## config.mk

```make
export PLATFORM = sky130hd
export DESIGN_NAME = acpc_core
export DESIGN_NICKNAME = d
export VERILOG_FILES = /design/src/hw/acpc_pkg.sv /design/src/hw/acpc_edge_det.sv /design/src/hw/acpc_wait_timer.sv /design/src/hw/acpc_core.sv
export SDC_FILE = /design/constraint.sdc
export NUM_CORES = 1
export LEC_CHECK = 0
export ABC_CLOCK_PERIOD_IN_PS = 4500
export BUFFER_PORTS_ARGS = -buffer_cell sky130_fd_sc_hd__buf_2
export CAP_MARGIN = 20
export CORE_ASPECT_RATIO = 1.25
export CORE_MARGIN = 2
export CORE_UTILIZATION = 56
export CTS_CLUSTER_SIZE = 30
export DETAILED_ROUTE_END_ITERATION = 7
export MAX_ROUTING_LAYER = met4
export PLACE_DENSITY = 0.74
export SYNTH_ARGS = -nofsm -noshare
export SYNTH_HDL_FRONTEND = slang
export SYNTH_SLANG_ARGS = --single-unit
```

## constraint.sdc

```tcl
create_clock -name clock -period 4.5 [get_ports clock]
set_input_delay 0.675 -clock clock [delete_from_list [all_inputs] [get_ports clock]]
set_output_delay 0.675 -clock clock [all_outputs]
set_load 0.01 [all_outputs]
```

## src/hw/acpc_pkg.sv

```systemverilog
// Purpose: Shared constants and types for the conversion and power control block.
// Assumes: 50 MHz system clock, all pin inputs synchronous to it.
// Notes: Times are kept in their printed units and turned into cycle counts here.
package acpc_pkg;

    localparam int CLK_PERIOD_NS = 20;
    // Longest conversion time; a longest time rounds down to whole cycles.
    localparam int CONV_TIME_NS = 550;
    localparam int CONV_CYCLES = CONV_TIME_NS / CLK_PERIOD_NS;
    // Start-up wait after power-down release or power-on reset.
    localparam int STARTUP_TIME_MS = 10;
    localparam int STARTUP_CYCLES = STARTUP_TIME_MS * 1000000 / CLK_PERIOD_NS;
    // Internal reset pulse length after a global reset request.
    localparam int GRESET_TIME_NS = 100;
    localparam int GRESET_CYCLES = (GRESET_TIME_NS + CLK_PERIOD_NS - 1) / CLK_PERIOD_NS;

    localparam int CONV_CNT_W = 6;
    localparam int WAIT_CNT_W = 20;
    localparam logic [CONV_CNT_W-1:0] CONV_LAST = CONV_CNT_W'(CONV_CYCLES - 1);
    localparam logic [CONV_CNT_W-1:0] GRESET_LAST = CONV_CNT_W'(GRESET_CYCLES - 1);

    // Operating states of the converter core.
    typedef enum logic [2:0] {
        ACPC_ST_INIT = 3'h0,
        ACPC_ST_ACQ = 3'h1,
        ACPC_ST_CONV = 3'h2,
        ACPC_ST_NAP = 3'h3,
        ACPC_ST_PDOWN = 3'h4,
        ACPC_ST_GRST = 3'h5
    } acpc_state_t;

    // Pin-side status bundle driven by the core.
    typedef struct packed {
        logic busy;
        logic hold;
        logic nap;
        logic powered_down;
        logic window_open;
        logic ready;
    } acpc_status_t;

endpackage : acpc_pkg

```

## src/hw/acpc_edge_det.sv

```systemverilog
// Purpose: Registers a level and reports its rising edge as a one-cycle pulse.
// Assumes: Input is already synchronous to clock.
// Notes: The pulse is combinational from the registered history and the live input.
`timescale 1ns/1ps
`default_nettype none
module acpc_edge_det
    import acpc_pkg::*;
(
    input wire logic clock,
    input wire logic nrst,
    input wire logic level,
    output logic rise
);

    typedef struct packed {
        logic prev;
    } acpc_edge_state_t;

    acpc_edge_state_t s_r;
    acpc_edge_state_t s_nxt;

    // Remember the level from the previous cycle.
    always_comb
    begin
        s_nxt = s_r;
        s_nxt.prev = level;
    end

    // State register.
    always_ff @(posedge clock or negedge nrst)
    begin
        if (!nrst)
        begin
            s_r <= '0;
        end
        else
        begin
            s_r <= s_nxt;
        end
    end

    // High for the cycle in which the level has just gone from low to high.
    assign rise = level & ~s_r.prev;

endmodule : acpc_edge_det
`default_nettype wire

```

## src/hw/acpc_wait_timer.sv

```systemverilog
// Purpose: Counts down a start-up wait and reports when it has run out.
// Assumes: load restarts the full wait; done is a level.
// Notes: The length is a parameter so simulation can shorten it.
`timescale 1ns/1ps
`default_nettype none
module acpc_wait_timer
    import acpc_pkg::*;
#(
    parameter int WAIT_CYCLES = STARTUP_CYCLES
)
(
    input wire logic clock,
    input wire logic nrst,
    input wire logic load,
    output logic done
);

    typedef struct packed {
        logic [WAIT_CNT_W-1:0] cnt;
    } acpc_timer_state_t;

    acpc_timer_state_t s_r;
    acpc_timer_state_t s_nxt;

    // Reload on request, otherwise count down to zero and stop.
    always_comb
    begin
        s_nxt = s_r;
        if (load)
        begin
            s_nxt.cnt = WAIT_CNT_W'(WAIT_CYCLES);
        end
        else if (s_r.cnt != '0)
        begin
            s_nxt.cnt = s_r.cnt - WAIT_CNT_W'(1);
        end
    end

    // Starts full so that the wait also applies from power-up.
    always_ff @(posedge clock or negedge nrst)
    begin
        if (!nrst)
        begin
            s_r.cnt <= WAIT_CNT_W'(WAIT_CYCLES);
        end
        else
        begin
            s_r <= s_nxt;
        end
    end

    assign done = (s_r.cnt == '0);

endmodule : acpc_wait_timer
`default_nettype wire

```

## src/hw/acpc_core.sv

```systemverilog
// Purpose: Conversion sequencing, nap and power-down control of the converter.
// Assumes: convert_start and power_down_request are synchronous to clock.
// Notes: Busy, hold and status outputs are all registered.
//
// Behaviour
// - Convert-start rising edge moves sample-and-hold to hold and starts a conversion.
// - A started conversion always completes unless a global reset or low supply aborts it.
// - Busy rises at conversion start and falls when the conversion ends.
// - Every conversion ends within 550 ns on the internal clock.
// - Exactly one channel converts per convert-start edge.
// - Convert-start still high after a conversion puts the device into nap.
// - In nap use, acquisition lasts while convert-start is low.
// - While power-down is high, the device stays down and ignores starts.
// - Power-down during a conversion takes effect only after it completes.
// - Power-on reset at power-up or low supply, reinitialise afterwards.
// - Two power-down rises with no conversion between trigger a global reset.
// - A new data window opens when a conversion completes, not when a reset drops busy.
`timescale 1ns/1ps
`default_nettype none
module acpc_core
    import acpc_pkg::*;
#(
    parameter int WAIT_CYCLES = STARTUP_CYCLES
)
(
    input wire logic clock,
    input wire logic nrst,
    input wire logic convert_start,
    input wire logic power_down_request,
    input wire logic supply_low,
    output logic busy,
    output logic sample_hold,
    output logic nap_active,
    output logic powered_down,
    output logic window_open,
    output logic startup_done,
    output logic global_reset_active,
    output logic conversion_done
);

    // Core state apart from the pin history and the timer: sequence, counter, power-down tracking and registered status.
    typedef struct packed {
        acpc_state_t state;
        logic [CONV_CNT_W-1:0] cnt;
        logic pd_armed;
        logic pd_pending;
        acpc_status_t stat;
        logic greset;
        logic done_pulse;
        logic por_seen;
    } acpc_core_state_t;

    // Registered state, its next value and the pin-side helper signals.
    acpc_core_state_t s_r;
    acpc_core_state_t s_nxt;
    logic cnv_rise;
    logic pd_rise;
    logic pd_fall;
    logic pd_prev_r;
    logic timer_load;
    logic timer_done;

    // Advances a cycle counter by one; shared by conversion and reset timing.
    function automatic logic [CONV_CNT_W-1:0] acpc_step(input logic [CONV_CNT_W-1:0] cnt);
        acpc_step = cnt + CONV_CNT_W'(1);
    endfunction : acpc_step

    // Drops a conversion in flight, with any power-down it was holding back.
    function automatic acpc_core_state_t acpc_halt(input acpc_core_state_t s);
        acpc_halt = s;
        acpc_halt.cnt = '0;
        acpc_halt.stat.busy = 1'b0;
        acpc_halt.stat.hold = 1'b0;
        acpc_halt.pd_pending = 1'b0;
    endfunction : acpc_halt

    // One rising-edge detector per control pin: bit 0 start, bit 1 power-down.
    logic [1:0] pin_level;
    logic [1:0] pin_rise;

    assign pin_level = {power_down_request, convert_start};
    assign cnv_rise = pin_rise[0];
    assign pd_rise = pin_rise[1];

    generate
        for (genvar i = 0; i < $bits(pin_level); i++)
        begin : g_edge
            acpc_edge_det u_edge (
                .clock(clock),
                .nrst(nrst),
                .level(pin_level[i]),
                .rise(pin_rise[i])
            );
        end
    endgenerate

    // Settling timer; it reports only and never blocks a start.
    acpc_wait_timer #(
        .WAIT_CYCLES(WAIT_CYCLES)
    ) u_wait (
        .clock(clock),
        .nrst(nrst),
        .load(timer_load),
        .done(timer_done)
    );

    // Falling edge of power-down restarts the settling wait.
    always_ff @(posedge clock or negedge nrst)
    begin
        if (!nrst)
        begin
            pd_prev_r <= 1'b0;
        end
        else
        begin
            pd_prev_r <= power_down_request;
        end
    end

    // The wait restarts on power-down release, low supply or an internal reset.
    assign pd_fall = pd_prev_r & ~power_down_request;
    assign timer_load = pd_fall | supply_low | s_r.greset;

    // Next-state logic for the converter sequence.
    always_comb
    begin
        // Pulses default low; everything else holds unless a branch moves it.
        s_nxt = s_r;
        s_nxt.done_pulse = 1'b0;
        s_nxt.stat.window_open = 1'b0;
        // A second power-down rise with no conversion since the first resets all.
        if (pd_rise)
        begin
            s_nxt.pd_armed = 1'b1;
        end
        // Second rise while armed: drop everything and run the internal reset.
        if (pd_rise && s_r.pd_armed && s_r.state != ACPC_ST_GRST)
        begin
            s_nxt = acpc_halt(s_nxt);
            s_nxt.state = ACPC_ST_GRST;
            s_nxt.greset = 1'b1;
            s_nxt.pd_armed = 1'b0;
        end
        // Low supply acts as a power-on reset and cuts short a running internal reset; a second power-down rise in the same cycle wins.
        else if (supply_low)
        begin
            s_nxt = acpc_halt(s_nxt);
            s_nxt.state = ACPC_ST_INIT;
            s_nxt.greset = 1'b0;
            s_nxt.pd_armed = 1'b0;
        end
        else
        begin
            case (s_r.state)
                ACPC_ST_INIT:
                begin
                    // Leave initialisation for the idle state that the pin asks for.
                    if (power_down_request)
                    begin
                        s_nxt.state = ACPC_ST_PDOWN;
                    end
                    else
                    begin
                        s_nxt.state = ACPC_ST_ACQ;
                    end
                end
                ACPC_ST_ACQ:
                begin
                    // Tracking; acquisition lasts until the next start edge.
                    if (power_down_request)
                    begin
                        s_nxt.state = ACPC_ST_PDOWN;
                    end
                    else if (cnv_rise)
                    begin
                        s_nxt.state = ACPC_ST_CONV;
                        s_nxt.cnt = '0;
                        s_nxt.stat.hold = 1'b1;
                        s_nxt.stat.busy = 1'b1;
                        s_nxt.pd_armed = 1'b0;
                    end
                end
                ACPC_ST_CONV:
                begin
                    // Further start edges and power-down do not cut this short.
                    if (pd_rise || power_down_request)
                    begin
                        s_nxt.pd_pending = 1'b1;
                    end
                    // Last cycle: drop busy, open the data window and pick what follows.
                    if (s_r.cnt == CONV_LAST)
                    begin
                        s_nxt.stat.busy = 1'b0;
                        s_nxt.stat.hold = 1'b0;
                        s_nxt.done_pulse = 1'b1;
                        s_nxt.stat.window_open = 1'b1;
                        if (s_r.pd_pending || power_down_request)
                        begin
                            s_nxt.state = ACPC_ST_PDOWN;
                        end
                        else if (convert_start)
                        begin
                            s_nxt.state = ACPC_ST_NAP;
                        end
                        else
                        begin
                            s_nxt.state = ACPC_ST_ACQ;
                        end
                        s_nxt.pd_pending = 1'b0;
                    end
                    else
                    begin
                        s_nxt.cnt = acpc_step(s_r.cnt);
                    end
                end
                ACPC_ST_NAP:
                begin
                    // Sampling circuits are off until convert-start goes low.
                    if (power_down_request)
                    begin
                        s_nxt.state = ACPC_ST_PDOWN;
                    end
                    else if (!convert_start)
                    begin
                        s_nxt.state = ACPC_ST_ACQ;
                    end
                end
                ACPC_ST_PDOWN:
                begin
                    // Starts are ignored here; only releasing power-down, low supply or a second power-down rise while armed leaves.
                    if (!power_down_request)
                    begin
                        s_nxt.state = ACPC_ST_ACQ;
                    end
                end
                ACPC_ST_GRST:
                begin
                    // Internal reset pulse runs out on its own timer.
                    if (s_r.cnt == GRESET_LAST)
                    begin
                        s_nxt.greset = 1'b0;
                        if (power_down_request)
                        begin
                            s_nxt.state = ACPC_ST_PDOWN;
                        end
                        else
                        begin
                            s_nxt.state = ACPC_ST_ACQ;
                        end
                    end
                    else
                    begin
                        s_nxt.cnt = acpc_step(s_r.cnt);
                    end
                end
                // An illegal code restarts cleanly with no conversion in flight.
                default:
                begin
                    s_nxt = acpc_halt(s_nxt);
                    s_nxt.state = ACPC_ST_INIT;
                end
            endcase
        end
        // Status flags follow the state being entered.
        s_nxt.stat.nap = (s_nxt.state == ACPC_ST_NAP);
        s_nxt.stat.powered_down = (s_nxt.state == ACPC_ST_PDOWN);
        s_nxt.stat.ready = timer_done & ~s_nxt.greset;
    end

    // State register.
    always_ff @(posedge clock or negedge nrst)
    begin
        if (!nrst)
        begin
            s_r <= '0;
            s_r.state <= ACPC_ST_INIT;
        end
        else
        begin
            s_r <= s_nxt;
        end
    end

    // Outputs come straight from the state register.
    assign busy = s_r.stat.busy;
    assign sample_hold = s_r.stat.hold;
    assign nap_active = s_r.stat.nap;
    assign powered_down = s_r.stat.powered_down;
    assign window_open = s_r.stat.window_open;
    assign startup_done = s_r.stat.ready;
    assign global_reset_active = s_r.greset;
    assign conversion_done = s_r.done_pulse;

endmodule : acpc_core
`default_nettype wire

```

==> impl_metrics.csv, run 1 <==
group,metric,value,unit
run_status,outcome,"finished, final reports clean",
detailed_routing,routedWlPerCell,15.7,um
clock_network,cts.sinks,39,
detailed_routing,drt_pre_antenna_iters,4,
floorplanning,die_h,73.2,um
setup_path,worstSetupEndpointType,"register",
sta,setup_violations,0,
sta,fmax,460,MHz
synthesis,synth_cell_types,54,
synthesis,synthMuxAreaShare,0.933,%
synthesis,synth_xor_area_share,2.04,%
clock_network,clk_root_buffer_cell,"clkbuf_8",
setup_path,cp_max_fo,12,
synthesis,synthTopCellsByArea,"dfrtp_1 (37%), dfstp_2 (8.6%), a21oi_1 (4.0%)",
clock_network,h-tree-depth,2,
cells_and_area,stdcell_area,2340,sq um
clock_network,clkLatencyLatePin,300,ps
setup_path,worst_path_max_delay_cell,"dfrtp_1",
placed_design,dp_hpwl,3.14,mm
detailed_routing,drcViolationCount,0,
floorplanning,initial_core_util,57.6,%
sta,setup_slack,2330,ps
clock_network,ctsHoldBuffers,0,
power_and_ir_drop,power,0.787,mW
cells_and_area,antenna_cells,0,
clock_network,post_cts_resized,0,
clock_network,cts_buffers,5,
synthesis,synthCells,228,
grt,grtUsageTotal,22.9,%
floorplanning,ioPinCount,13,
floorplanning,die-area,4350,sq um
sta,fin_tns_setup,0,ps
detailed_routing,routed_wl,4.42,mm
sta,finClkSkew,9.77,ps
synthesis,yosysMostFrequentCell,"dfrtp_1",
synthesis,synth_fa_ha_area_share,2.33,%
synthesis,synth_ff_type,"dfrtp_1",
run,maxCapViolations,0,
placed_design,io_buffers,12,
power_and_ir_drop,irDropWorstVdd,0.000228,V
sta,period_share,48.3,%
synthesis,yosys.area_share.simple,27.5,%
clock_network,path_clk_slew,80,ps
synthesis,syn_nets,237,
cells_and_area,fin_cells,282,
clock_network,cts_tree,"done",
sta,finalHoldViolCount,0,
detailed_routing,vias,1784,
setup_path,crit_chain,"inv_1 -> ha_1 -> nor4b_1 -> nand4_1 -> o21ai_0 -> buf_2 -> or4_2 -> a21oi_1",
synthesis,synth_seq_area_share,45.9,%
hold_path,hold_path_class,"primary input to asynchronous set/reset pin",
setup_path,cp.arrival,2340,ps
synthesis,syn_area,2150,sq um
synthesis,yosysTopAreaCellShare,37.3,%
clock_network,post_cts_buffers,0,
floorplanning,die_w,59.4,um
sta,min_period,2170,ps
floorplanning,fp-row-count,25,
power_and_ir_drop,power_density,337,nW/um^2
synthesis,synth-edff-count,0,
synthesis,synth-seq-cells,39,
clock_network,clk_path_buf_depth,2,
power_and_ir_drop,cellLeakagePower,0.953,nW
placed_design,dp_cells,272,
placed_design,dpl-instance-area,2210,sq um
setup_path,crit_required,4670,ps
placed_design,gp_congestion,0.958,
synthesis,synth_area_per_cell,9.41,sq um
cells_and_area,fin_nets,250,
grt,grt_pass1_wl,7.27,mm
sta,finalMaxSlewViolations,0,
grt,grt_pass1_vias,1609,
setup_path,slowest_delay,390,ps
synthesis,synth_compound_area_share,17.5,%
sta,worst_slew_pin_slew,851,ps
cells_and_area,drive_gt1_share,16.5,%
sta,max_slew_margin,43.3,%
synthesis,synth_top_family_by_area,"simple AND/OR/NAND/NOR gates",
placed_design,pre_cts_slack,1810,ps
setup_path,critPathLaunchType,"register",
setup_path,r2r_setup_slack,2330,ps
grt,grt_max_degree,40,
detailed_routing,viasPerCell,6.33,
grt,antenna_found_initial,0,
detailed_routing,dr.first_iter.drc_count,124,
synthesis,synth_warnings,0,
synthesis,synthTopCellsByCount,"dfrtp_1 (32), nand2_1 (19), nor2_1 (19)",
cells_and_area,area_growth,8.98,%
detailed_routing,ant_nets,0,
floorplanning,core,3720,sq um
grt,grt-ovfl-total,0,
cells_and_area,fillerInstances,320,
setup_path,path_class,"register to register",
synthesis,async_reset_ff_share,100,%
sta,rsz0062_at_grt,"false",
synthesis,synth_area_leader_cell,"dfrtp_1",
==> power breakdown <==
group | internal (mW) | total (mW) | switching [mW]
logic | 0.0375 | 0.100 | 0.0625
registers | 0.366 | 0.386 | 0.0192
clock network | 0.179 | 0.302 | 0.123
total | 0.583 | 0.787 | 0.204
==> area by class of cell <==
| cell class | instances | area [sq um] | area share (%) |
|---|---|---|---|
| Tap cell | 40 | 50.0 | 2.14 |
| Clock buffer | 6 | 82.6 | 3.53 |
| Inverter | 9 | 33.8 | 1.44 |
| Timing Repair Buffer | 14 | 72.6 | 3.10 |
| Multi-Input combinational cell | 172 | 1080 | 46.2 |
| Sequential cell | 39 | 985 | 42.1 |
| Clock inverter | 2 | 35.0 | 1.50 |
==> path summary, 6_finish.rpt <==
check / endpoint / depth (start not counted) / start
max in group asynchronous: u_wait.s_r[0] / 1 / nrst
min: s_r[14] / 1 / nrst
max reg2reg: u_wait.s_r[11] / 8 / u_wait.s_r[0]
max: u_wait.s_r[11] / 8 / u_wait.s_r[0]
min in group clock: g_edge[0].u_edge.s_r / 1 / convert_start
min reg2reg: u_wait.s_r[17] / 2 / u_wait.s_r[17]
==> metrics by stage <==
step / hold WS, ps / util (%)
after floorplan: 379 / -
after global placement: 512 / 59.3
after detailed placement: 519 / 59.3
after CTS: 502 / 62.5
after global routing: 506 / 62.8
final: 479 / 62.8
==> worst max-delay path: cells and delay by family (launching register included) <==
kind	cells	cell delay, ps
AO/OA/AOI/OAI	2	340
adder cells (fa/ha/maj)	1	220
buffers and inverters	2	360
flip-flops	1	390
AND/OR/NAND/NOR	3	720
==> sequential cells by signal (all words and copies together), names as in the netlist <==
name,flops
u_wait.s_r,20
s_r,11
g_edge.u_edge.s_r,2
busy,1
conversion_done,1
global_reset_active,1
nap_active,1
powered_down,1
startup_done,1
==> cell families after synthesis <==
| logic type | count (synthesis) |
|---|---|
| flops | 39 |
| fa+ha+maj | 4 |
| compound gates | 58 |
| simple gates | 103 |
| buf+inv | 17 |
| mux | 2 |
| xor+xnor | 5 |
==> cells in the final DEF (no fill, tap or decap), types with 7 or more instances in the layout <==
cell	count
nor3_1	9
nand3_1	9
dfstp_2	7
o21ai_0	13
buf_2	13
inv_1	9
nand2b_1	7
dfrtp_1	32
nand2_1	19
a21oi_1	17
nor2_1	19
==> routing by layer <==
metal / global-route usage, % / share of wire, %
met1: 25.3 / 42
met2: 39.6 / 52
met3: 4.96 / 3.3
met4: 8.33 / 2.0
met5: - / 0
(Power assumes the default switching activity.)
==> run 2, diff against run 1 <==
--- a/config.mk
+++ b/config.mk
@@ -5,7 +5,7 @@
 export SDC_FILE = /design/constraint.sdc
 export NUM_CORES = 1
 export LEC_CHECK = 0
-export ABC_CLOCK_PERIOD_IN_PS = 4500
+export ABC_CLOCK_PERIOD_IN_PS = 2300
 export BUFFER_PORTS_ARGS = -buffer_cell sky130_fd_sc_hd__buf_2
 export CAP_MARGIN = 20
 export CORE_ASPECT_RATIO = 1.25
==> constraint.sdc (replaced) <==
create_clock -name clock -period 2.3 [get_ports clock]
set_input_delay 0.345 -clock clock [delete_from_list [all_inputs] [get_ports clock]]
set_output_delay 0.345 -clock clock [all_outputs]
set_load 0.01 [all_outputs]
==> impl_metrics.csv, run 2 (synthesized netlist as in run 1, its figures left out) <==
group,metric,value,unit
detailed_routing,vias,1739,
clock_network,post_cts_buffers,0,
power_and_ir_drop,irDropWorstVdd,0.000490,V
power_and_ir_drop,cellLeakagePower,0.964,nW
setup_path,r2r_start,"u_wait.s_r[0]",
cells_and_area,fin_cells,284,
run_status,outcome,"finished, final reports clean",
grt,grtUsageTotal,23.2,%
cells_and_area,drive_gt1_share,17.2,%
setup_path,worst_r2r_path_depth,8,
clock_network,h-tree-depth,2,
sta,finClkSkew,5.23,ps
floorplanning,die_w,59.4,um
detailed_routing,viasPerCell,6.12,
hold_path,hold_path_class,"primary input to asynchronous set/reset pin",
cells_and_area,largest_reg_flops,20,
cells_and_area,largest_register,"u_wait.s_r",
detailed_routing,drcViolationCount,0,
detailed_routing,routedWlPerCell,14.9,um
clock_network,clk_root_buffer_cell,"clkbuf_8",
detailed_routing,ant_nets,0,
placed_design,io_buffers,12,
setup_path,cp_max_fo,13,
sta,fmax,486,MHz
sta,period_share,89.5,%
cells_and_area,stdcell_area,2360,sq um
sta,fin_tns_setup,0,ps
clock_network,clkLatencyLatePin,280,ps
grt,grt-ovfl-total,0,
cells_and_area,fin_nets,252,
floorplanning,die_h,73.2,um
sta,worst_slew_pin_slew,844,ps
floorplanning,core,3720,sq um
setup_path,critPathLaunchType,"register",
floorplanning,fp-row-count,25,
grt,grt_pass1_wl,7.49,mm
setup_path,cp.arrival,2270,ps
setup_path,path_class,"register to register",
clock_network,cts_buffers,5,
setup_path,worstSetupEndpointType,"register",
cells_and_area,antenna_cells,0,
setup_path,worst_path_max_delay_cell,"or4_2",
detailed_routing,drt_pre_antenna_iters,4,
sta,finalMaxSlewViolations,0,
run,maxCapViolations,0,
sta,setup_violations,0,
cells_and_area,area_growth,9.80,%
setup_path,crit_chain,"inv_1 -> ha_1 -> nor4b_1 -> nand4_1 -> o21ai_0 -> buf_4 -> or4_2 -> a21oi_1",
clock_network,cts.sinks,39,
clock_network,clk_path_buf_depth,2,
cells_and_area,final_common_cell,"dfrtp_1",
detailed_routing,dr.first_iter.drc_count,155,
clock_network,path_clk_slew,80,ps
placed_design,dpl-instance-area,2230,sq um
detailed_routing,routed_wl,4.22,mm
grt,grt_max_degree,40,
sta,rsz0062_at_grt,"false",
grt,grt_pass1_vias,1679,
cells_and_area,reg.largest.list,"u_wait.s_r x20, s_r x11, g_edge.u_edge.s_r x2",
placed_design,dp_hpwl,3.02,mm
setup_path,r2r-end,"u_wait.s_r[11]",
setup_path,path_delay_family,"simple AND/OR/NAND/NOR gates",
setup_path,cp_num_buf_inv,2,
setup_path,r2r_setup_slack,240,ps
floorplanning,ioPinCount,13,
setup_path,slowest_delay,530,ps
floorplanning,die-area,4350,sq um
clock_network,cts_tree,"done",
sta,min_period,2060,ps
placed_design,dp_cells,275,
sta,finalHoldViolCount,0,
clock_network,ctsHoldBuffers,0,
power_and_ir_drop,power_density,652,nW/um^2
sta,hold_ws,157,ps
setup_path,crit_required,2510,ps
cells_and_area,postLayoutCoreUtil,63.3,%
floorplanning,initial_core_util,57.6,%
clock_network,post_cts_resized,0,
cells_and_area,most-common-layout-cells,"dfrtp_1 (32), nand2_1 (19), nor2_1 (19)",
sta,max_slew_margin,43.8,%
grt,antenna_found_initial,0,
cells_and_area,fillerInstances,322,
placed_design,gp_congestion,0.931,
-- run 2: layout make-up --
cell class                 count  area (sq um)  share of cell area (%)
inverter                       9          33.8                    1.43
tap                           40          50.0                    2.12
multi-input combinational    172          1080                    45.8
clock buffer                   6          82.6                    3.51
sequential                    39           985                    41.8
clock inverter                 2          35.0                    1.49
timing repair buffer          16          90.1                    3.82
-- run 2: worst max-delay path by stage --
stage	start	endpoint	slack, ps	cells after the start
CTS	u_wait.s_r[0]	u_wait.s_r[11]	230	8
floorplan	u_wait.s_r[0]	u_wait.s_r[7]	470	8
detailed placement	u_wait.s_r[0]	u_wait.s_r[11]	240	8
global placement	u_wait.s_r[0]	u_wait.s_r[11]	300	8
finish	u_wait.s_r[0]	u_wait.s_r[11]	240	8
global route	u_wait.s_r[0]	u_wait.s_r[13]	60	8
-- run 2: through the flow --
| stage | power [mW] | setup slack, ps |
|---|---|---|
| after floorplan | 0.899 | 468 |
| after global placement | 0.960 | 297 |
| after detailed placement | 0.963 | 236 |
| after CTS | 1.56 | 227 |
| after global routing | 1.62 | 57.1 |
| final | 1.54 | 241 |
-- run 2: routing by layer --
layer,wire [um],vias to the layer above,GRT usage (%)
met4,65,0,9.85
met2,2150,32,38.0
li1,-,868,-
met3,110,8,3.90
met1,1900,831,27.8
met5,0,-,-
-- run 2: power breakdown --
group / internal (mW) / leakage [nW] / switching (mW)
sequential: 0.717 / 0.507 / 0.0367
combinational: 0.0769 / 0.396 / 0.120
clock: 0.351 / 0.0612 / 0.235
total: 1.14 / 0.964 / 0.392
